## config.mk

```make
export PLATFORM = sky130hd
export DESIGN_NAME = tbpf_chb_pin
export DESIGN_NICKNAME = d
export VERILOG_FILES = /design/src/verilog/tbpf_pkg.sv /design/src/verilog/tbpf_chb_pin.sv /design/src/verilog/tbpf_edge_det.sv
export VERILOG_INCLUDE_DIRS = /design/src /design/src/verilog
export SDC_FILE = /design/constraint.sdc
export NUM_CORES = 1
export LEC_CHECK = 0
export ABC_AREA = 0
export BUFFER_PORTS_ARGS = -buffer_cell sky130_fd_sc_hd__buf_2
export CORE_MARGIN = 8
export CORE_UTILIZATION = 30
export CTS_CLUSTER_SIZE = 8
export DETAILED_ROUTE_END_ITERATION = 6
export SETUP_SLACK_MARGIN = 0.4
export SKIP_CTS_REPAIR_TIMING = 1
export SLEW_MARGIN = 20
export SYNTH_ARGS = -nofsm -noshare
export SYNTH_HDL_FRONTEND = slang
export SYNTH_HIERARCHICAL = 1
export SYNTH_SLANG_ARGS = --single-unit
```

## constraint.sdc

```tcl
create_clock -name clk_i -period 5 [get_ports clk_i]
set_clock_uncertainty 0.15 [all_clocks]
set_input_delay 1.25 -clock clk_i [delete_from_list [all_inputs] [get_ports clk_i]]
set_output_delay 1.25 -clock clk_i [all_outputs]
set_load 0.02 [all_outputs]
```

## src/verilog/tbpf_regs.svh

```systemverilog
/*
 * Register offsets, field positions, reset values and pin-function codes of
 * the channel B pin function block.
 * Assumes an 8-bit plain register port with a 3-bit address.
 */
`ifndef TBPF_REGS_SVH
`define TBPF_REGS_SVH

// register offsets
`define TBPF_OFF_CTRL 3'h0
`define TBPF_OFF_STAT 3'h1
`define TBPF_OFF_CAPL 3'h2
`define TBPF_OFF_CAPH 3'h3

// control register field positions
`define TBPF_MODE_HI 7
`define TBPF_MODE_LO 6
`define TBPF_FUNC_HI 5
`define TBPF_FUNC_LO 4
`define TBPF_INIT_BIT 3
`define TBPF_POL_BIT 2

// status register field positions
`define TBPF_ST_PIN 0
`define TBPF_ST_OE 1
`define TBPF_ST_SEEN 2
`define TBPF_ST_CAP 3

// reset values
`define TBPF_CTRL_RESET 8'h00
`define TBPF_CAP_RESET 16'h0000

// two-bit pin function codes
`define TBPF_FN_00 2'h0
`define TBPF_FN_01 2'h1
`define TBPF_FN_10 2'h2
`define TBPF_FN_11 2'h3

`endif

```

## src/verilog/tbpf_pkg.sv

```systemverilog
/*
 * Types shared by the channel B pin function block.
 * Assumes nothing beyond a SystemVerilog compiler.
 */
package tbpf_pkg;

    // operating mode of the channel, two-bit select
    typedef enum logic [1:0] {
        TBPF_MODE_CMP = 2'h0,
        TBPF_MODE_CAP = 2'h1,
        TBPF_MODE_PWM = 2'h2,
        TBPF_MODE_TMR = 2'h3
    } tbpf_mode_type;

    // control byte as software sees it
    typedef struct packed {
        tbpf_mode_type mode;
        logic [1:0] func;
        logic init_level;
        logic polarity;
        logic [1:0] spare;
    } tbpf_ctrl_type;

    // one request on the register port
    typedef struct packed {
        logic [2:0] addr;
        logic [7:0] wdata;
        logic wr;
        logic rd;
    } tbpf_bus_req_type;

endpackage

```

## src/verilog/tbpf_chb_pin.sv

```systemverilog
/*
 * Channel B pin function of a timer channel: output waveform selection,
 * compare-match pin actions and input capture edge selection.
 * Assumes the counter, comparators and waveform generators sit outside,
 * all inputs synchronous to clk_i, and a plain 8-bit register port.
 */
// Notes on behaviour
// - pin function field meaning depends on the selected operating mode
// - pwm/single-pulse: 00 forces inactive, 01 forces active
// - pwm/single-pulse: 10 routes pwm wave, 11 routes single-pulse wave
// - capture: 00 rising, 01 falling, 10 both edges latch the counter
// - capture: 11 disables capture entirely
// - compare: initial-level bit sets pin before the first match
// - pwm/single-pulse: initial-level bit picks active high or active low
// - polarity bit inverts the pin; no effect in capture or timer/counter mode
`timescale 1ns/1ns
`include "tbpf_regs.svh"

module tbpf_chb_pin #(
    parameter int CNT_W = 10
) (
    // clock and reset
    input wire logic clk_i,
    input wire logic reset_n_i,
    // register port
    input wire logic [2:0] reg_addr_i,
    input wire logic [7:0] reg_wdata_i,
    input wire logic reg_wr_i,
    input wire logic reg_rd_i,
    output logic [7:0] reg_rdata_o,
    // timer core
    input wire logic [CNT_W-1:0] counter_i,
    input wire logic cmp_a_match_i,
    input wire logic pwm_wave_i,
    input wire logic single_pulse_wave_i,
    // channel b pin
    input wire logic channel_b_pin_i,
    output logic channel_b_pin_o,
    output logic channel_b_pin_oe_o,
    // capture result
    output logic cap_valid_o,
    output logic [CNT_W-1:0] cap_value_o
);

    // capture high byte holds at most eight bits
    if (CNT_W < 9 || CNT_W > 16) begin : g_cnt_w_check
        $error("tbpf_chb_pin: CNT_W must lie in 9..16");
    end

    typedef struct packed {
        tbpf_pkg::tbpf_ctrl_type ctrl;
        logic cmp_level;
        logic seen;
        logic cap_flag;
        logic cap_valid;
        logic [CNT_W-1:0] cap;
        logic pin;
        logic oe;
        logic [7:0] rdata;
    } tbpf_state_type;

    tbpf_state_type state_r;
    tbpf_state_type state_nxt;
    tbpf_pkg::tbpf_bus_req_type req;
    logic rise;
    logic fall;
    logic ctrl_wr;
    logic cap_hit;
    logic [15:0] cap_wide;

    // capture edge selection by pin function code
    function automatic logic edge_hit(input logic [1:0] func,
                                      input logic r, input logic f);
        unique case (func)
            `TBPF_FN_00: edge_hit = r;
            `TBPF_FN_01: edge_hit = f;
            `TBPF_FN_10: edge_hit = r | f;
            `TBPF_FN_11: edge_hit = 1'b0;
        endcase
    endfunction

    // pin level after a compare match A
    function automatic logic match_level(input logic [1:0] func,
                                         input logic cur);
        unique case (func)
            `TBPF_FN_00: match_level = cur;
            `TBPF_FN_01: match_level = 1'b0;
            `TBPF_FN_10: match_level = 1'b1;
            `TBPF_FN_11: match_level = ~cur;
        endcase
    endfunction

    // pin input edges
    tbpf_edge_det u_edge (
        .clk_i(clk_i),
        .reset_n_i(reset_n_i),
        .level_i(channel_b_pin_i),
        .rise_o(rise),
        .fall_o(fall)
    );

    // bundle the register port
    assign req.addr = reg_addr_i;
    assign req.wdata = reg_wdata_i;
    assign req.wr = reg_wr_i;
    assign req.rd = reg_rd_i;
    assign ctrl_wr = req.wr && req.addr == `TBPF_OFF_CTRL;
    assign cap_hit = state_r.ctrl.mode == tbpf_pkg::TBPF_MODE_CAP &&
                     edge_hit(state_r.ctrl.func, rise, fall);
    assign cap_wide = 16'(state_r.cap);

    // next state: register file, compare level, capture, pin drive
    always_comb begin
        logic cur;
        logic raw;
        cur = 1'b0;
        raw = 1'b0;
        state_nxt = state_r;
        state_nxt.cap_valid = 1'b0;

        // compare level: before first match the initial bit rules
        cur = state_r.seen ? state_r.cmp_level
                           : state_r.ctrl.init_level;
        if (state_r.ctrl.mode == tbpf_pkg::TBPF_MODE_CMP &&
                cmp_a_match_i && state_r.ctrl.func != `TBPF_FN_00) begin
            state_nxt.cmp_level = match_level(state_r.ctrl.func, cur);
            state_nxt.seen = 1'b1;
        end

        // capture latches the counter, flag set wins over read clear
        if (req.rd && req.addr == `TBPF_OFF_STAT) begin
            state_nxt.cap_flag = 1'b0;
        end
        if (cap_hit) begin
            state_nxt.cap = counter_i;
            state_nxt.cap_valid = 1'b1;
            state_nxt.cap_flag = 1'b1;
        end

        // a control write restarts the initial-level phase
        if (ctrl_wr) begin
            state_nxt.ctrl.mode = tbpf_pkg::tbpf_mode_type'(
                req.wdata[`TBPF_MODE_HI:`TBPF_MODE_LO]);
            state_nxt.ctrl.func = req.wdata[`TBPF_FUNC_HI:`TBPF_FUNC_LO];
            state_nxt.ctrl.init_level = req.wdata[`TBPF_INIT_BIT];
            state_nxt.ctrl.polarity = req.wdata[`TBPF_POL_BIT];
            state_nxt.ctrl.spare = req.wdata[1:0];
            state_nxt.seen = 1'b0;
        end

        // pin drive follows the new configuration at once
        unique case (state_nxt.ctrl.mode)
            tbpf_pkg::TBPF_MODE_CMP: begin
                raw = state_nxt.seen ? state_nxt.cmp_level
                                     : state_nxt.ctrl.init_level;
                state_nxt.oe = 1'b1;
            end
            tbpf_pkg::TBPF_MODE_PWM: begin
                // init bit is the active level
                unique case (state_nxt.ctrl.func)
                    `TBPF_FN_00: raw = ~state_nxt.ctrl.init_level;
                    `TBPF_FN_01: raw = state_nxt.ctrl.init_level;
                    `TBPF_FN_10: raw = ~(pwm_wave_i ^
                        state_nxt.ctrl.init_level);
                    `TBPF_FN_11: raw = ~(single_pulse_wave_i ^
                        state_nxt.ctrl.init_level);
                endcase
                state_nxt.oe = 1'b1;
            end
            tbpf_pkg::TBPF_MODE_CAP, tbpf_pkg::TBPF_MODE_TMR: begin
                // capture listens, timer/counter leaves the pin alone
                raw = 1'b0;
                state_nxt.oe = 1'b0;
            end
        endcase
        state_nxt.pin = state_nxt.oe &
                        (raw ^ state_nxt.ctrl.polarity);

        // read data, unmapped offsets read zero
        state_nxt.rdata = 8'h00;
        if (req.rd) begin
            unique case (req.addr)
                `TBPF_OFF_CTRL: state_nxt.rdata = state_r.ctrl;
                `TBPF_OFF_STAT: begin
                    state_nxt.rdata[`TBPF_ST_PIN] = state_r.pin;
                    state_nxt.rdata[`TBPF_ST_OE] = state_r.oe;
                    state_nxt.rdata[`TBPF_ST_SEEN] = state_r.seen;
                    state_nxt.rdata[`TBPF_ST_CAP] = state_r.cap_flag;
                end
                `TBPF_OFF_CAPL: state_nxt.rdata = cap_wide[7:0];
                `TBPF_OFF_CAPH: state_nxt.rdata = cap_wide[15:8];
                default: state_nxt.rdata = 8'h00;
            endcase
        end
    end

    // single state register
    always_ff @(posedge clk_i) begin
        if (!reset_n_i) begin
            state_r.ctrl <= `TBPF_CTRL_RESET;
            state_r.cmp_level <= 1'b0;
            state_r.seen <= 1'b0;
            state_r.cap_flag <= 1'b0;
            state_r.cap_valid <= 1'b0;
            state_r.cap <= CNT_W'(`TBPF_CAP_RESET);
            state_r.pin <= 1'b0;
            state_r.oe <= 1'b1;
            state_r.rdata <= 8'h00;
        end else begin
            state_r <= state_nxt;
        end
    end

    // outputs straight from flops
    assign reg_rdata_o = state_r.rdata;
    assign channel_b_pin_o = state_r.pin;
    assign channel_b_pin_oe_o = state_r.oe;
    assign cap_valid_o = state_r.cap_valid;
    assign cap_value_o = state_r.cap;

    // capture and timer/counter modes never drive the pin
    property p_no_drive;
        @(posedge clk_i) disable iff (!reset_n_i)
        state_r.ctrl.mode inside {tbpf_pkg::TBPF_MODE_CAP,
                                  tbpf_pkg::TBPF_MODE_TMR}
        |-> !channel_b_pin_oe_o && !channel_b_pin_o;
    endproperty
    a_no_drive: assert property (p_no_drive)
        else $error("pin driven in capture or timer mode");

    // forced levels in pwm mode
    property p_force;
        @(posedge clk_i) disable iff (!reset_n_i)
        state_r.ctrl.mode == tbpf_pkg::TBPF_MODE_PWM &&
        state_r.ctrl.func[1] == 1'b0
        |-> channel_b_pin_o == (~(state_r.ctrl.func[0] ^
            state_r.ctrl.init_level) ^ state_r.ctrl.polarity);
    endproperty
    a_force: assert property (p_force)
        else $error("forced pwm level wrong");

    // pwm waveform one cycle later on the pin
    property p_pwm_wave;
        @(posedge clk_i) disable iff (!reset_n_i)
        $past(reset_n_i) && state_r.ctrl.mode == tbpf_pkg::TBPF_MODE_PWM &&
        state_r.ctrl.func == `TBPF_FN_10
        |-> channel_b_pin_o == (~($past(pwm_wave_i) ^
            state_r.ctrl.init_level) ^ state_r.ctrl.polarity);
    endproperty
    a_pwm_wave: assert property (p_pwm_wave)
        else $error("pwm wave not routed to pin");

    // single pulse waveform one cycle later on the pin
    property p_sp_wave;
        @(posedge clk_i) disable iff (!reset_n_i)
        $past(reset_n_i) && state_r.ctrl.mode == tbpf_pkg::TBPF_MODE_PWM &&
        state_r.ctrl.func == `TBPF_FN_11
        |-> channel_b_pin_o == (~($past(single_pulse_wave_i) ^
            state_r.ctrl.init_level) ^ state_r.ctrl.polarity);
    endproperty
    a_sp_wave: assert property (p_sp_wave)
        else $error("single pulse wave not routed to pin");

    // rising edge capture
    property p_cap_rise;
        @(posedge clk_i) disable iff (!reset_n_i)
        state_r.ctrl.mode == tbpf_pkg::TBPF_MODE_CAP &&
        state_r.ctrl.func == `TBPF_FN_00 && rise
        |=> cap_valid_o && cap_value_o == $past(counter_i);
    endproperty
    a_cap_rise: assert property (p_cap_rise)
        else $error("rising edge capture missed");

    // falling edge captures under falling-only selection
    property p_cap_fall;
        @(posedge clk_i) disable iff (!reset_n_i)
        state_r.ctrl.mode == tbpf_pkg::TBPF_MODE_CAP &&
        state_r.ctrl.func == `TBPF_FN_01 && fall
        |=> cap_valid_o && cap_value_o == $past(counter_i);
    endproperty
    a_cap_fall: assert property (p_cap_fall)
        else $error("falling edge capture wrong");

    // either edge captures under both-edge selection
    property p_cap_both;
        @(posedge clk_i) disable iff (!reset_n_i)
        state_r.ctrl.mode == tbpf_pkg::TBPF_MODE_CAP &&
        state_r.ctrl.func == `TBPF_FN_10 && (rise || fall)
        |=> cap_valid_o && cap_value_o == $past(counter_i);
    endproperty
    a_cap_both: assert property (p_cap_both)
        else $error("either-edge capture missed");

    // disabled capture stays silent
    property p_cap_off;
        @(posedge clk_i) disable iff (!reset_n_i)
        state_r.ctrl.mode == tbpf_pkg::TBPF_MODE_CAP &&
        state_r.ctrl.func == `TBPF_FN_11 |=> !cap_valid_o;
    endproperty
    a_cap_off: assert property (p_cap_off)
        else $error("capture while disabled");

    // toggle on compare match
    property p_toggle;
        @(posedge clk_i) disable iff (!reset_n_i)
        state_r.ctrl.mode == tbpf_pkg::TBPF_MODE_CMP &&
        state_r.ctrl.func == `TBPF_FN_11 && cmp_a_match_i && !ctrl_wr
        |=> channel_b_pin_o == !$past(channel_b_pin_o);
    endproperty
    a_toggle: assert property (p_toggle)
        else $error("pin did not toggle on match");

    // initial level with polarity after a control write
    property p_initial;
        @(posedge clk_i) disable iff (!reset_n_i)
        ctrl_wr && reg_wdata_i[`TBPF_MODE_HI:`TBPF_MODE_LO] == 2'h0
        |=> channel_b_pin_o == ($past(reg_wdata_i[`TBPF_INIT_BIT]) ^
            $past(reg_wdata_i[`TBPF_POL_BIT]));
    endproperty
    a_initial: assert property (p_initial)
        else $error("initial compare level wrong");

endmodule // tbpf_chb_pin

```

## src/verilog/tbpf_edge_det.sv

```systemverilog
/*
 * Edge detector for the channel B pin input.
 * Assumes the pin input is already synchronous to clk_i.
 */
`timescale 1ns/1ns

module tbpf_edge_det (
    // clock and reset
    input wire logic clk_i,
    input wire logic reset_n_i,
    // sampled level
    input wire logic level_i,
    // edge pulses, one cycle each
    output logic rise_o,
    output logic fall_o
);

    typedef struct packed {
        logic prev;
    } tbpf_edge_state_type;

    tbpf_edge_state_type state_r;
    tbpf_edge_state_type state_nxt;

    // remember last level
    always_comb begin
        state_nxt = state_r;
        state_nxt.prev = level_i;
    end

    // reset to low so a pin high at release counts as a rising edge
    always_ff @(posedge clk_i) begin
        if (!reset_n_i) begin
            state_r <= '0;
        end else begin
            state_r <= state_nxt;
        end
    end

    assign rise_o = level_i & ~state_r.prev;
    assign fall_o = ~level_i & state_r.prev;

endmodule // tbpf_edge_det

```

After elaboration in Yosys (flattened, before gate mapping)
Cells that the tools add are included.
{ "totals": {"output_inout_bits": 21, "word_cells": 69, "in_bits": 29, "ff_bits": 33} }
{ "op_classes": {"n_reduce_logical": 15, "n_eq_ne": 13, "n_mux": 14, "bitwise": 13} }
{ "op_table": {"columns": ["op", "n"], "rows": [
  ["$pmux 4 s4", 1],
  ["$eq 2x2->1 const B", 6],
  ["$mux 12", 1],
  ["$pmux 1 s4", 3],
  ["$eq 2x1->1 const B", 4],
  ["$logic_not 2->1", 4],
  ["$mux 8", 1],
  ["$pmux 4 s2", 1],
  ["$eq 3x2->1 const B", 2],
  ["$not 1->1", 6],
  ["$logic_and 1x1->1", 5],
  ["$mux 1", 4],
  ["$reduce_bool 2->1", 2],
  ["$reduce_or 2->1", 2],
  ["$and 1x1->1", 3],
  ["$eq 3x1->1 const B", 1],
  ["$logic_not 3->1", 1],
  ["$pmux 1 s3", 1],
  ["$xor 1x1->1", 3],
  ["$mux 2", 1],
  ["$pmux 1 s2", 1],
  ["$reduce_and 2->1", 1],
  ["$or 1x1->1", 1]
]} }

Logic depth before layout (Yosys ltp)
Gate-level depths: netlist (run 1).
{ "logic_depth": {"ltp_word": 9, "depth_mapped": 8} }

Cells and area by module
The synthesis (run 1) kept the hierarchy.
{ "modules_own_cells": {"columns": ["mod", "area_each_um2", "seq_area_each_um2", "cells_per_inst", "n_inst"], "rows": [
  ["tbpf_chb_pin", 1569.0, 640.6, 157, 1],
  ["tbpf_edge_det", 38.8, 20.0, 4, 1]
]} }

Worst setup path before layout (run 1)
Ideal clock, no wire load.
{ "synth_path": {"path_type": "input to register", "startpoint": "input reg_addr_i[0]", "endpoint": "register state_r, in the netlist channel_b_pin_o", "setup_slack_ns": 1.839, "required_ns": 4.778, "setup_time_ns": 0.072, "path_stages": 7, "arrival_time_ns": 2.939, "path_cell_list": "buf_6 nor4b_4 mux2_2 a221oi_1 nor2_1 a32oi_1 mux2i_1"} }
{ "synth_between": {"elab_chain_len": 9} }
{ "synth_rtl": {"columns": ["element", "line_no", "text"], "rows": [
  ["start: declaration", "tbpf_chb_pin.sv:26", "input wire logic [2:0] reg_addr_i,"],
  ["$logic_not 3->1 (*)", null, null],
  ["$logic_and 1x1->1 (no source line) (*)", null, null],
  ["$mux 8", "tbpf_chb_pin.sv:141", "if (ctrl_wr) begin"],
  ["$xor 1x1->1 (on tied branches)", "tbpf_chb_pin.sv:165, tbpf_chb_pin.sv:163", null],
  ["$not 1->1 (on tied branches)", "tbpf_chb_pin.sv:165, tbpf_chb_pin.sv:163", null],
  ["$pmux 1 s4", "tbpf_chb_pin.sv:160", "unique case (state_nxt.ctrl.func)"],
  ["$pmux 1 s3", "tbpf_chb_pin.sv:152", "unique case (state_nxt.ctrl.mode)"],
  ["$xor 1x1->1", "tbpf_chb_pin.sv:177", "(raw ^ state_nxt.ctrl.polarity);"],
  ["$and 1x1->1 (*)", "tbpf_chb_pin.sv:176", "state_nxt.pin = state_nxt.oe &"],
  ["end signal: assignment", "tbpf_chb_pin.sv:210", "state_r <= state_nxt;"],
  ["end: declaration", "tbpf_chb_pin.sv:62", "tbpf_state_type state_r;"]
]} }
Every way passes the cells marked *; elsewhere a longest branch is shown, timed or not.
A chain may end at the register's enable or synchronous reset.

Worst setup path after layout (run 1)
{ "layout_path": {"startpoint": "input reg_addr_i[1]", "endpoint": "register state_r, in the netlist channel_b_pin_o"} }
The elaborated chain is that of the path after synthesis.

==> metrics.txt, run 1 <==
# TYPE chip_impl_metric gauge
chip_impl_info{name="status",value="complete, no violations"} 1
chip_impl_metric{name="num_vias",unit=""} 1164
chip_impl_metric{name="clock_buffer_count_from_cts",unit=""} 5
chip_impl_metric{name="reg2reg_slack",unit="ns"} 2.87
chip_impl_metric{name="first_pass_grt_wire_length",unit="µm"} 5837
chip_impl_info{name="tritoncts_clock_tree",value="done"} 1
chip_impl_info{name="worstHoldPathType",value="reg -> reg"} 1
chip_impl_metric{name="numClockSinks",unit=""} 33
chip_impl_metric{name="detailedRoute.firstPassIterationCount",unit=""} 4
chip_impl_info{name="ys_top_cells_by_count",value="sky130_fd_sc_hd__dfxtp_1 (33), sky130_fd_sc_hd__mux2i_1 (25), sky130_fd_sc_hd__nor2b_1 (22)"} 1
chip_impl_metric{name="fmax",unit="GHz"} 0.3185
chip_impl_metric{name="number_of_distinct_library_cell_variants_in_the_gate_level_netlist_after_synthesis",unit=""} 31
chip_impl_metric{name="crit_arrival",unit="ns"} 3.20
chip_impl_info{name="ctsRootBufferMaster",value="sky130_fd_sc_hd__clkbuf_8"} 1
chip_impl_metric{name="post_syn_area_per_cell",unit="µm²"} 9.986
chip_impl_metric{name="overflow",unit=""} 0
chip_impl_metric{name="detail_route.iter0.violations",unit=""} 44
chip_impl_metric{name="totalPowerFinal",unit="µW"} 576.6
chip_impl_metric{name="switching_share",unit="%"} 21.45
chip_impl_metric{name="numPlacedInstances",unit=""} 258
chip_impl_info{name="timing.setup.critical_path_class",value="in -> reg"} 1
chip_impl_metric{name="syn_to_final_growth",unit="%"} 18.29
chip_impl_metric{name="clkTransAtPathRegs",unit="ns"} 0.07
chip_impl_metric{name="seq_power_share",unit="%"} 46.9
chip_impl_metric{name="synth_edf_count",unit=""} 0
chip_impl_metric{name="synthDominantCellAreaShare",unit="%"} 41.09
chip_impl_metric{name="nNetsFinal",unit=""} 224
chip_impl_metric{name="ioPinCount",unit=""} 50
chip_impl_metric{name="io_buffer_count",unit=""} 49
chip_impl_metric{name="post_layout_nonfiller_instances",unit=""} 266
chip_impl_metric{name="cts_max_path_buffers",unit=""} 2
chip_impl_metric{name="clkLatencyLatePin",unit="ns"} 0.28
chip_impl_metric{name="die_height",unit="µm"} 89.21
chip_impl_metric{name="min_path_cells",unit=""} 2
chip_impl_metric{name="postLayoutCoreUtil",unit="%"} 37.00
chip_impl_metric{name="timing.final.crit_period",unit="ns"} 3.139
chip_impl_info{name="rsz0062_at_grt",value="no"} 1
chip_impl_metric{name="cts.htree.levels",unit=""} 2
chip_impl_metric{name="hold_viol_final",unit=""} 0
chip_impl_metric{name="net_count_after_synthesis",unit=""} 190
chip_impl_metric{name="total_internal_power",unit="µW"} 452.9
chip_impl_metric{name="routed_wire_length_per_instance",unit="µm"} 14.18
chip_impl_metric{name="final_design_area_excluding_fillers",unit="mm²"} 0.001902
chip_impl_metric{name="peakVddDrop",unit="V"} 0.0001195
chip_impl_metric{name="fraction_of_final_layout_cells_sized_beyond_drive_strength_1",unit="%"} 32.65
chip_impl_metric{name="placeableCoreArea",unit="mm²"} 0.005140
chip_impl_metric{name="post_synthesis_sequential_area_ratio",unit="%"} 41.09
chip_impl_metric{name="worst-slew-pin-transition",unit="ns"} 0.6897
chip_impl_metric{name="die_area",unit="mm²"} 0.007958
chip_impl_metric{name="grt_start_max_net_pins",unit=""} 27
chip_impl_metric{name="syn-instance-count",unit=""} 161
chip_impl_metric{name="cp_max_fo",unit=""} 17
chip_impl_metric{name="psw",unit="µW"} 123.7
chip_impl_metric{name="power.density",unit="mW/mm²"} 303.2
chip_impl_info{name="startpoint_type",value="input port"} 1
chip_impl_metric{name="dpl.hpwl",unit="µm"} 2941
chip_impl_info{name="post-synth-top-count-cell",value="sky130_fd_sc_hd__dfxtp_1"} 1
chip_impl_metric{name="drt_drc_violations_left",unit=""} 0
chip_impl_metric{name="timing.max_cap.violations",unit=""} 0
chip_impl_metric{name="placement.cell_area",unit="mm²"} 0.001785
chip_impl_metric{name="place.gp.congestion",unit=""} 0.7920
chip_impl_metric{name="gr-usage-all-layers",unit="%"} 9.851
chip_impl_metric{name="final-max-slew-violation-count",unit=""} 0
chip_impl_metric{name="mappedNetlistArea",unit="mm²"} 0.001608
chip_impl_metric{name="synth_seq_cells",unit=""} 33
chip_impl_info{name="top_ff_cell_synth",value="sky130_fd_sc_hd__dfxtp_1"} 1
chip_impl_metric{name="required",unit="ns"} 5.06
chip_impl_metric{name="setup_total_negative_slack",unit="ns"} 0
chip_impl_metric{name="timing.reg2reg.worst_path_depth",unit=""} 6
chip_impl_metric{name="totalWireLength",unit="µm"} 3771
chip_impl_metric{name="avgViaCountPerCell",unit=""} 4.376
chip_impl_metric{name="diodes",unit=""} 0
chip_impl_metric{name="setup_viol",unit=""} 0
chip_impl_metric{name="power.combinational.fraction",unit="%"} 8.1
chip_impl_metric{name="detail-route-antenna-nets",unit=""} 0
chip_impl_metric{name="start_util",unit="%"} 31.28
chip_impl_metric{name="postSynth.asyncResetShare",unit="%"} 0
chip_impl_metric{name="p_leak",unit="nW"} 0.7906
chip_impl_metric{name="first_global_vias",unit=""} 1167
chip_impl_metric{name="synth-warning-count",unit=""} 6
chip_impl_metric{name="fin_crit_sh",unit="%"} 62.79
chip_impl_metric{name="placementRows",unit=""} 26
chip_impl_info{name="critPathCaptureType",value="register"} 1
chip_impl_metric{name="die_x",unit="µm"} 89.21
chip_impl_metric{name="worst_slew_margin_rel",unit="%"} 53.82
chip_impl_info{name="synth_area_leaders",value="sky130_fd_sc_hd__dfxtp_1 (41%), sky130_fd_sc_hd__mux2i_1 (16%), sky130_fd_sc_hd__nor2b_1 (8.6%)"} 1
chip_impl_info{name="yosys.area.top_type",value="sky130_fd_sc_hd__dfxtp_1"} 1
chip_impl_metric{name="antenna_found_initial",unit=""} 0
chip_impl_metric{name="pwr-share-clk",unit="%"} 45.0
==> routing by layer <==
| layer | track usage (%) | part of all wire (%) |
|---|---|---|
| met5 | 0 | 0 |
| met4 | 3.625 | 1.2 |
| met3 | 3.585 | 7.6 |
| met2 | 15.62 | 47 |
| met1 | 11.89 | 44 |
==> area by class of cell <==
type	instances	area [µm²]
Timing Repair Buffer	51	260.3
Multi-Input combinational cell	98	754.5
Clock buffer	7	86.33
Fill cell	570	3238
Clock inverter	1	30.03
Tap cell	70	87.58
Inverter	6	22.52
Sequential cell	33	660.6
==> final timing paths <==
kind | startpoint | endpoint
max | reg_addr_i[1] | channel_b_pin_o
min | state_r[21] | reg_rdata_o[3]
max reg2reg | state_r[29] | cap_value_o[2]
min reg2reg | state_r[21] | reg_rdata_o[3]
==> flip-flops by register name (all words and copies together), names as in the netlist <==
register	count
cap_value_o	10
u_edge/state_r	1
channel_b_pin_o	1
cap_valid_o	1
reg_rdata_o	8
state_r	11
channel_b_pin_oe_o	1
==> stage by stage <==
step / hold slack [ns] / setup slack (ns)
after floorplan: 0.3047 / 1.839
after global placement: 0.3369 / 1.646
after detailed placement: 0.3300 / 1.569
after CTS: 0.3473 / 1.864
after global routing: 0.3823 / 1.669
final: 0.3465 / 1.861
==> power groups by stage <==
stage | combinational (mW) | sequential [mW] | clock (mW)
floorplan | 0.0296 | 0.276 | 0
global placement | 0.0467 | 0.276 | 0
detailed placement | 0.0474 | 0.276 | 0
CTS | 0.0476 | 0.270 | 0.266
global route | 0.0519 | 0.271 | 0.278
finish | 0.0466 | 0.270 | 0.260
==> cell usage in the layout (no fill, tap or decap), drive strengths merged <==
cell,Yosys,layout
a21o,1,1
a21oi,7,7
a221oi,1,1
a22oi,1,1
a31oi,1,1
a32oi,1,1
and2,5,5
buf,22,51
bufinv,0,1
clkbuf,2,7
dfxtp,33,33
inv,6,6
mux2,2,2
mux2i,25,25
mux4,2,2
nand2,1,1
nand2b,2,2
nand3,2,2
nand3b,3,3
nand4,1,1
nor2,7,7
nor2b,22,22
nor3,4,4
nor3b,3,3
nor4b,1,1
o21ai,2,2
o221ai,1,1
o31ai,1,1
or3,1,1
xor2,1,1
==> critical path, stage by stage <==
cell and delay, ns:
sky130_fd_sc_hd__buf_2 0.20, sky130_fd_sc_hd__nor4b_4 0.28, sky130_fd_sc_hd__buf_4 0.28, sky130_fd_sc_hd__mux2_2 0.38
sky130_fd_sc_hd__a221oi_1 0.29, sky130_fd_sc_hd__nor2_1 0.07, sky130_fd_sc_hd__a32oi_1 0.24, sky130_fd_sc_hd__mux2i_1 0.20
==> kinds of logic (layout without fill, tap and decap cells) <==
logic type | Yosys count | after routing | synth area share [%]
AND/OR/NAND/NOR | 52 | 52 | 20.08
flip-flops | 33 | 33 | 41.09
buffers and inverters | 30 | 65 | 12.30
multiplexers | 29 | 29 | 19.77
AO/OA/AOI/OAI | 16 | 16 | 6.227
XOR/XNOR | 1 | 1 | 0.5448
Note: power is estimated with default switching activity, not from simulation.
==> run 2, diff against run 1 <==
--- a/config.mk
+++ b/config.mk
@@ -6,7 +6,7 @@
 export SDC_FILE = /design/constraint.sdc
 export NUM_CORES = 1
 export LEC_CHECK = 0
-export ABC_AREA = 0
+export ABC_AREA = 1
 export BUFFER_PORTS_ARGS = -buffer_cell sky130_fd_sc_hd__buf_2
 export CORE_MARGIN = 8
 export CORE_UTILIZATION = 30
==> constraint.sdc (replaced) <==
create_clock -name clk_i -period 3.21 [get_ports clk_i]
set_clock_uncertainty 0.15 [all_clocks]
set_input_delay 0.8025 -clock clk_i [delete_from_list [all_inputs] [get_ports clk_i]]
set_output_delay 0.8025 -clock clk_i [all_outputs]
set_load 0.02 [all_outputs]
==> run 2 against run 1 <==
Hold slack got worse by 0.039 ns. Largest cell class is now registers. Global-route usage is 0.58 points higher. Sequential cell count did not move. Area after synthesis decreased by 2.6%. Sequential share of layout area rose by 1.4 points.
==> metrics.txt, run 2 <==
# TYPE chip_impl_metric gauge
chip_impl_info{name="worstHoldPathType",value="reg -> reg"} 1
chip_impl_metric{name="crit_arrival",unit="ns"} 2.16
chip_impl_metric{name="drt_drc_violations_left",unit=""} 0
chip_impl_metric{name="gr-usage-all-layers",unit="%"} 10.43
chip_impl_info{name="synth_area_leaders",value="sky130_fd_sc_hd__dfxtp_1 (42%), sky130_fd_sc_hd__nand2_1 (10%), sky130_fd_sc_hd__nor2_1 (9.4%)"} 1
chip_impl_info{name="largest-register",value="state_r"} 1
chip_impl_info{name="critPathCaptureType",value="register"} 1
chip_impl_metric{name="io_buffer_count",unit=""} 49
chip_impl_metric{name="clkLatencyLatePin",unit="ns"} 0.28
chip_impl_metric{name="avgViaCountPerCell",unit=""} 4.204
chip_impl_metric{name="worst_hold_check_slack",unit="ns"} 0.3076
chip_impl_metric{name="setup_viol",unit=""} 0
chip_impl_info{name="top_ff_cell_synth",value="sky130_fd_sc_hd__dfxtp_1"} 1
chip_impl_metric{name="synth_edf_count",unit=""} 0
chip_impl_metric{name="totalWireLength",unit="µm"} 3818
chip_impl_metric{name="routed_wire_length_per_instance",unit="µm"} 11.82
chip_impl_info{name="startpoint_type",value="input port"} 1
chip_impl_info{name="tritoncts_clock_tree",value="done"} 1
chip_impl_metric{name="fmax",unit="GHz"} 0.4679
chip_impl_metric{name="syn-instance-count",unit=""} 219
chip_impl_metric{name="fin_crit_sh",unit="%"} 66.58
chip_impl_metric{name="synth_seq_cells",unit=""} 33
chip_impl_metric{name="overflow",unit=""} 0
chip_impl_metric{name="placeableCoreArea",unit="mm²"} 0.005075
chip_impl_metric{name="timing.max_cap.violations",unit=""} 0
chip_impl_metric{name="clock_buffer_count_from_cts",unit=""} 5
chip_impl_metric{name="dpl.hpwl",unit="µm"} 3089
chip_impl_metric{name="detail_route.iter0.violations",unit=""} 56
chip_impl_metric{name="numClockSinks",unit=""} 33
chip_impl_metric{name="diodes",unit=""} 0
chip_impl_metric{name="post_syn_area_per_cell",unit="µm²"} 7.147
chip_impl_info{name="commonest_non_fill_non_tap_cell_in_the_layout",value="sky130_fd_sc_hd__buf_2"} 1
chip_impl_info{name="ys_top_cells_by_count",value="sky130_fd_sc_hd__nand2_1 (43), sky130_fd_sc_hd__nor2_1 (39), sky130_fd_sc_hd__dfxtp_1 (33)"} 1
chip_impl_metric{name="postLayoutCoreUtil",unit="%"} 36.00
chip_impl_metric{name="detailedRoute.firstPassIterationCount",unit=""} 4
chip_impl_metric{name="first_pass_grt_wire_length",unit="µm"} 6189
chip_impl_metric{name="final-max-slew-violation-count",unit=""} 0
chip_impl_info{name="status",value="complete, no violations"} 1
chip_impl_metric{name="peakVddDrop",unit="V"} 0.0001573
chip_impl_metric{name="p_leak",unit="nW"} 0.8977
chip_impl_info{name="yosys.area.top_type",value="sky130_fd_sc_hd__dfxtp_1"} 1
chip_impl_info{name="final_cell_mix",value="sky130_fd_sc_hd__buf_2 (49), sky130_fd_sc_hd__nand2_1 (43), sky130_fd_sc_hd__nor2_1 (39), sky130_fd_sc_hd__dfxtp_1 (33), sky130_fd_sc_hd__inv_1 (26)"} 1
chip_impl_metric{name="ioPinCount",unit=""} 50
chip_impl_metric{name="critPathMaxStageDelay",unit="ns"} 0.23
chip_impl_metric{name="postSynth.asyncResetShare",unit="%"} 0
chip_impl_info{name="ctsRootBufferMaster",value="sky130_fd_sc_hd__clkbuf_8"} 1
chip_impl_metric{name="start_util",unit="%"} 30.84
chip_impl_metric{name="clkTransAtPathRegs",unit="ns"} 0.06
chip_impl_metric{name="worst-slew-pin-transition",unit="ns"} 0.3861
chip_impl_metric{name="first_global_vias",unit=""} 1345
chip_impl_metric{name="cp_max_fo",unit=""} 13
chip_impl_metric{name="worst_slew_margin_rel",unit="%"} 74.20
chip_impl_metric{name="nNetsFinal",unit=""} 282
chip_impl_metric{name="post_synthesis_sequential_area_ratio",unit="%"} 42.21
chip_impl_metric{name="fraction_of_final_layout_cells_sized_beyond_drive_strength_1",unit="%"} 25.69
chip_impl_metric{name="hold_viol_final",unit=""} 0
chip_impl_metric{name="synth-warning-count",unit=""} 6
chip_impl_metric{name="cts.htree.levels",unit=""} 2
chip_impl_info{name="rsz0062_at_grt",value="no"} 1
chip_impl_metric{name="grt_start_max_net_pins",unit=""} 16
chip_impl_metric{name="die_height",unit="µm"} 88.23
chip_impl_metric{name="antenna_found_initial",unit=""} 0
chip_impl_metric{name="number_of_distinct_library_cell_variants_in_the_gate_level_netlist_after_synthesis",unit=""} 24
chip_impl_metric{name="syn_to_final_growth",unit="%"} 16.71
chip_impl_metric{name="numPlacedInstances",unit=""} 316
chip_impl_metric{name="cts_max_path_buffers",unit=""} 2
chip_impl_metric{name="net_count_after_synthesis",unit=""} 248
chip_impl_metric{name="die_x",unit="µm"} 88.23
chip_impl_info{name="timing.critical_path.mode_cell",value="sky130_fd_sc_hd__nand2_1"} 1
chip_impl_info{name="cp_slowest_cell",value="sky130_fd_sc_hd__nand3_4"} 1
chip_impl_metric{name="power.density",unit="mW/mm²"} 468.1
chip_impl_metric{name="detail-route-antenna-nets",unit=""} 0
chip_impl_metric{name="post_layout_nonfiller_instances",unit=""} 323
chip_impl_metric{name="placementRows",unit=""} 26
chip_impl_metric{name="die_area",unit="mm²"} 0.007785
chip_impl_metric{name="place.gp.congestion",unit=""} 0.7795
chip_impl_info{name="timing.setup.critical_path_class",value="in -> reg"} 1
chip_impl_metric{name="timing.final.crit_period",unit="ns"} 2.137
chip_impl_metric{name="totalPowerFinal",unit="µW"} 855.1
chip_impl_info{name="timing.critical_path.cells",value="buf_2, inv_1, nand3_4, nand2_1, nand2_1, inv_1, nand2_1, nor2_1, nor2_1, nand2_1, nand3_1, nand2_1, nor2_1"} 1
chip_impl_metric{name="required",unit="ns"} 3.23
chip_impl_metric{name="setup_total_negative_slack",unit="ns"} 0
chip_impl_metric{name="mappedNetlistArea",unit="mm²"} 0.001565
chip_impl_info{name="post-synth-top-count-cell",value="sky130_fd_sc_hd__nand2_1"} 1
chip_impl_metric{name="synthDominantCellAreaShare",unit="%"} 42.21
chip_impl_metric{name="largest_register_ff_count",unit=""} 11
chip_impl_metric{name="num_vias",unit=""} 1358
run 2: layout make-up:
class,instances,area (µm²)
well taps,70,87.58
repair buffers,49,245.2
multi-input cells,136,641.9
clock buffers,7,86.33
flip-flops and latches,33,660.6
fillers,572,3248
inverters,28,105.1
run 2: power by group:
group	total [mW]	internal, mW	leakage, nW	switching (mW)
combinational	0.114	0.0416	0.585	0.0725
clock	0.302	0.170	0.0443	0.132
sequential	0.439	0.427	0.269	0.0122
total	0.855	0.638	0.898	0.217
run 2: path summary, 6_finish.rpt:
check	endpoint	slack, ns	startpoint	cells past startpoint
setup / recovery	channel_b_pin_o	1.07	reg_addr_i[1]	13
hold / removal	state_r[24]	0.31	state_r[24]	2
setup reg to reg	cap_value_o[9]	1.46	state_r[29]	6
hold reg to reg	state_r[24]	0.31	state_r[24]	2
run 2: stage by stage:
| stage | cell area, µm² | worst slack, ns |
|---|---|---|
| after global placement | 1740 | 0.7810 |
| after CTS | 1827 | 1.056 |
| after global routing | 1827 | 0.9011 |
| final | 1827 | 1.073 |
| after detailed placement | 1740 | 0.7658 |
| after floorplan | 1565 | 1.192 |
run 2: cell families (layout without fill, tap and decap cells):
logic type	after synthesis	count (layout)	share of synthesized area, %
compound gates	32	32	11.27
buf+inv	50	84	16.79
flops	33	33	42.21
mux	1	1	0.6395
simple gates	103	103	29.10
run 2: critical path: cells and delay by family:
kind / cells / cell delay [ns]
and+or+nand+nor: 10 / 0.90
buffers and inverters: 3 / 0.44
run 2: metal layers:
layer  wire length (µm)  vias up  GRT usage (%)  part of all wire (%)
met1               1779      579          12.43                    47
met4                 56        0          4.147                   1.5
met3                304        5          3.993                   8.0
li1                   -      734              -                     -
met5                  0        -              0                     0
met2               1678       40          16.43                    44
==> run 3, diff against run 2 <==
==> constraint.sdc (replaced) <==
create_clock -name clk_i -period 1.8 [get_ports clk_i]
set_clock_uncertainty 0.15 [all_clocks]
set_input_delay 0.45 -clock clk_i [delete_from_list [all_inputs] [get_ports clk_i]]
set_output_delay 0.45 -clock clk_i [all_outputs]
set_load 0.02 [all_outputs]
==> run 3 against run 2 <==
Combinational power grew to 2.6 times the previous value. Clock-buffer cell count shrank 2. Utilization grew 9.2 points. Largest power group is now the clock network.
==> metrics.txt, run 3 (synthesis gave the netlist of run 2 again) <==
# TYPE chip_impl_metric gauge
chip_impl_metric{name="placement.cell_area",unit="mm²"} 0.001823
chip_impl_metric{name="gr-usage-all-layers",unit="%"} 11.17
chip_impl_metric{name="totalWireLength",unit="µm"} 4516
chip_impl_info{name="grt.busiest_layer",value="met2"} 1
chip_impl_metric{name="timing.final.crit_period",unit="ns"} 1.625
chip_impl_metric{name="die_x",unit="µm"} 88.23
chip_impl_metric{name="overflow",unit=""} 0
chip_impl_info{name="tritoncts_clock_tree",value="done"} 1
chip_impl_metric{name="placeableCoreArea",unit="mm²"} 0.005075
chip_impl_metric{name="seq_power_share",unit="%"} 41.0
chip_impl_metric{name="cp_max_fo",unit=""} 5
chip_impl_metric{name="total_internal_power",unit="mW"} 1.450
chip_impl_metric{name="pwr-share-clk",unit="%"} 43.3
chip_impl_metric{name="worst_hold_check_slack",unit="ns"} 0.2363
chip_impl_metric{name="clkTransAtPathRegs",unit="ns"} 0.08
chip_impl_metric{name="crit_buf_inv",unit=""} 2
chip_impl_metric{name="first_pass_grt_wire_length",unit="µm"} 6617
chip_impl_info{name="ctsRootBufferMaster",value="sky130_fd_sc_hd__clkbuf_8"} 1
chip_impl_metric{name="grt_util_met2",unit="%"} 17.58
chip_impl_info{name="worstHoldPathType",value="in -> reg"} 1
chip_impl_metric{name="io_buffer_count",unit=""} 49
chip_impl_metric{name="worst_slew_margin_rel",unit="%"} 82.40
chip_impl_metric{name="dpl.hpwl",unit="µm"} 3321
chip_impl_info{name="largest-register",value="state_r"} 1
chip_impl_metric{name="totalPowerFinal",unit="mW"} 1.925
chip_impl_metric{name="peakVddDrop",unit="V"} 0.0003833
chip_impl_info{name="min_from",value="channel_b_pin_i"} 1
chip_impl_metric{name="first_global_vias",unit=""} 1440
chip_impl_metric{name="num_vias",unit=""} 1510
chip_impl_info{name="critPathCaptureType",value="register"} 1
chip_impl_metric{name="groute.layer.met1.usage",unit="%"} 13.27
chip_impl_metric{name="diodes",unit=""} 0
chip_impl_metric{name="hold_viol_final",unit=""} 0
chip_impl_info{name="commonest_non_fill_non_tap_cell_in_the_layout",value="sky130_fd_sc_hd__nor2_1"} 1
chip_impl_metric{name="syn_to_final_growth",unit="%"} 46.60
chip_impl_metric{name="detail-route-antenna-nets",unit=""} 0
chip_impl_metric{name="fmax",unit="GHz"} 0.6153
chip_impl_metric{name="required",unit="ns"} 1.88
chip_impl_metric{name="final-max-slew-violation-count",unit=""} 0
chip_impl_info{name="rsz0062_at_grt",value="yes"} 1
chip_impl_metric{name="detailedRoute.firstPassIterationCount",unit=""} 4
chip_impl_info{name="cp_slowest_cell",value="sky130_fd_sc_hd__nor2_4"} 1
chip_impl_metric{name="timing.max_cap.violations",unit=""} 0
chip_impl_metric{name="crit_arrival",unit="ns"} 1.71
chip_impl_metric{name="worst-slew-pin-transition",unit="ns"} 0.2626
chip_impl_metric{name="grt_start_max_net_pins",unit=""} 12
chip_impl_metric{name="critPathMaxStageDelay",unit="ns"} 0.21
chip_impl_metric{name="die_area",unit="mm²"} 0.007785
chip_impl_info{name="critPathTopFamily",value="simple AND/OR/NAND/NOR gates"} 1
chip_impl_info{name="startpoint_type",value="input port"} 1
chip_impl_metric{name="routed_wire_length_per_instance",unit="µm"} 13.05
chip_impl_metric{name="detail_route.iter0.violations",unit=""} 45
chip_impl_metric{name="power.density",unit="mW/mm²"} 838.7
chip_impl_metric{name="place.gp.congestion",unit=""} 0.8269
chip_impl_metric{name="fraction_of_final_layout_cells_sized_beyond_drive_strength_1",unit="%"} 47.83
chip_impl_metric{name="cts_max_path_buffers",unit=""} 2
chip_impl_metric{name="largest_register_ff_count",unit=""} 11
chip_impl_metric{name="power.combinational.fraction",unit="%"} 15.7
chip_impl_metric{name="die_height",unit="µm"} 88.23
chip_impl_metric{name="antenna_found_initial",unit=""} 0
chip_impl_info{name="timing.setup.critical_path_class",value="in -> reg"} 1
chip_impl_metric{name="cts.htree.levels",unit=""} 2
chip_impl_metric{name="drt_drc_violations_left",unit=""} 0
chip_impl_metric{name="met3_usage",unit="%"} 3.993
chip_impl_info{name="reg2reg_from",value="state_r[28]"} 1
chip_impl_metric{name="setup_viol",unit=""} 0
chip_impl_metric{name="clkLatencyLatePin",unit="ns"} 0.29
chip_impl_metric{name="switching_share",unit="%"} 24.64
chip_impl_metric{name="postLayoutCoreUtil",unit="%"} 45.22
chip_impl_metric{name="start_util",unit="%"} 30.84
chip_impl_metric{name="fin_crit_sh",unit="%"} 90.29
chip_impl_metric{name="p_leak",unit="nW"} 1.062
chip_impl_metric{name="nNetsFinal",unit=""} 304
chip_impl_info{name="final_cell_mix",value="sky130_fd_sc_hd__nor2_1 (38), sky130_fd_sc_hd__nand2_1 (36), sky130_fd_sc_hd__buf_2 (31), sky130_fd_sc_hd__buf_4 (26), sky130_fd_sc_hd__inv_1 (21)"} 1
chip_impl_info{name="status",value="complete, no violations"} 1
chip_impl_metric{name="ioPinCount",unit=""} 50
chip_impl_info{name="cp_launch_point",value="reg_addr_i[2]"} 1
chip_impl_metric{name="placementRows",unit=""} 26
chip_impl_metric{name="numClockSinks",unit=""} 33
chip_impl_metric{name="avgViaCountPerCell",unit=""} 4.364
chip_impl_metric{name="psw",unit="µW"} 474.1
chip_impl_metric{name="clock_buffer_count_from_cts",unit=""} 5
chip_impl_info{name="timing.critical_path.cells",value="buf_8, nor2_4, nand3_4, buf_6, o21ai_4, nor2b_4, nand3_2, nand3_1, nand2_1, nor2_1"} 1
chip_impl_metric{name="final_design_area_excluding_fillers",unit="mm²"} 0.002295
-- run 3: power by group through the flow --
stage	combinational [mW]	sequential, mW	clock [mW]
2_1_floorplan	0.149	0.798	0
3_3_place_gp	0.224	0.799	0
3_5_place_dp	0.225	0.799	0
4_1_cts	0.226	0.782	0.845
5_1_grt	0.330	0.794	0.888
6_report	0.301	0.789	0.834
-- run 3: routing by layer --
metal,wire (µm),vias to the layer above
met5,0,-
met4,73,0
met3,331,6
met2,2115,46
met1,1996,679
li1,-,779
-- run 3: cell type report --
cell class                      instances  area, µm²
Tap cell                               70      87.58
Fill cell                             545       2780
Clock buffer                            5      68.82
Timing Repair inverter                  1      7.507
Inverter                               28      115.1
Multi-Input combinational cell        137      777.0
Sequential cell                        33      680.7
Clock inverter                          3      65.06
Timing Repair Buffer                   69      493.0
-- run 3: worst min-delay path, cell delays in order --
cell and delay (ns):
sky130_fd_sc_hd__buf_2 0.10, sky130_fd_sc_hd__nand2_1 0.05, sky130_fd_sc_hd__inv_1 0.04
-- run 3: through the flow --
step,setup WS (ns),TNS (ns),std cells
after detailed placement,-0.1087,-0.1087,327
after floorplan,0.1342,0,219
final,0.1748,0,346
after CTS,0.1928,0,335
after global placement,-0.04458,-0.04458,327
after global routing,0.04995,0,346
-- run 3: path summary, 6_finish.rpt --
kind | to | slack (ns) | depth (start not counted)
worst max-delay path | channel_b_pin_o | 0.17 | 10
worst min-delay path | u_edge/state_r | 0.24 | 3
worst max register to register | channel_b_pin_o | 0.32 | 9
worst min register to register | state_r[21] | 0.31 | 2
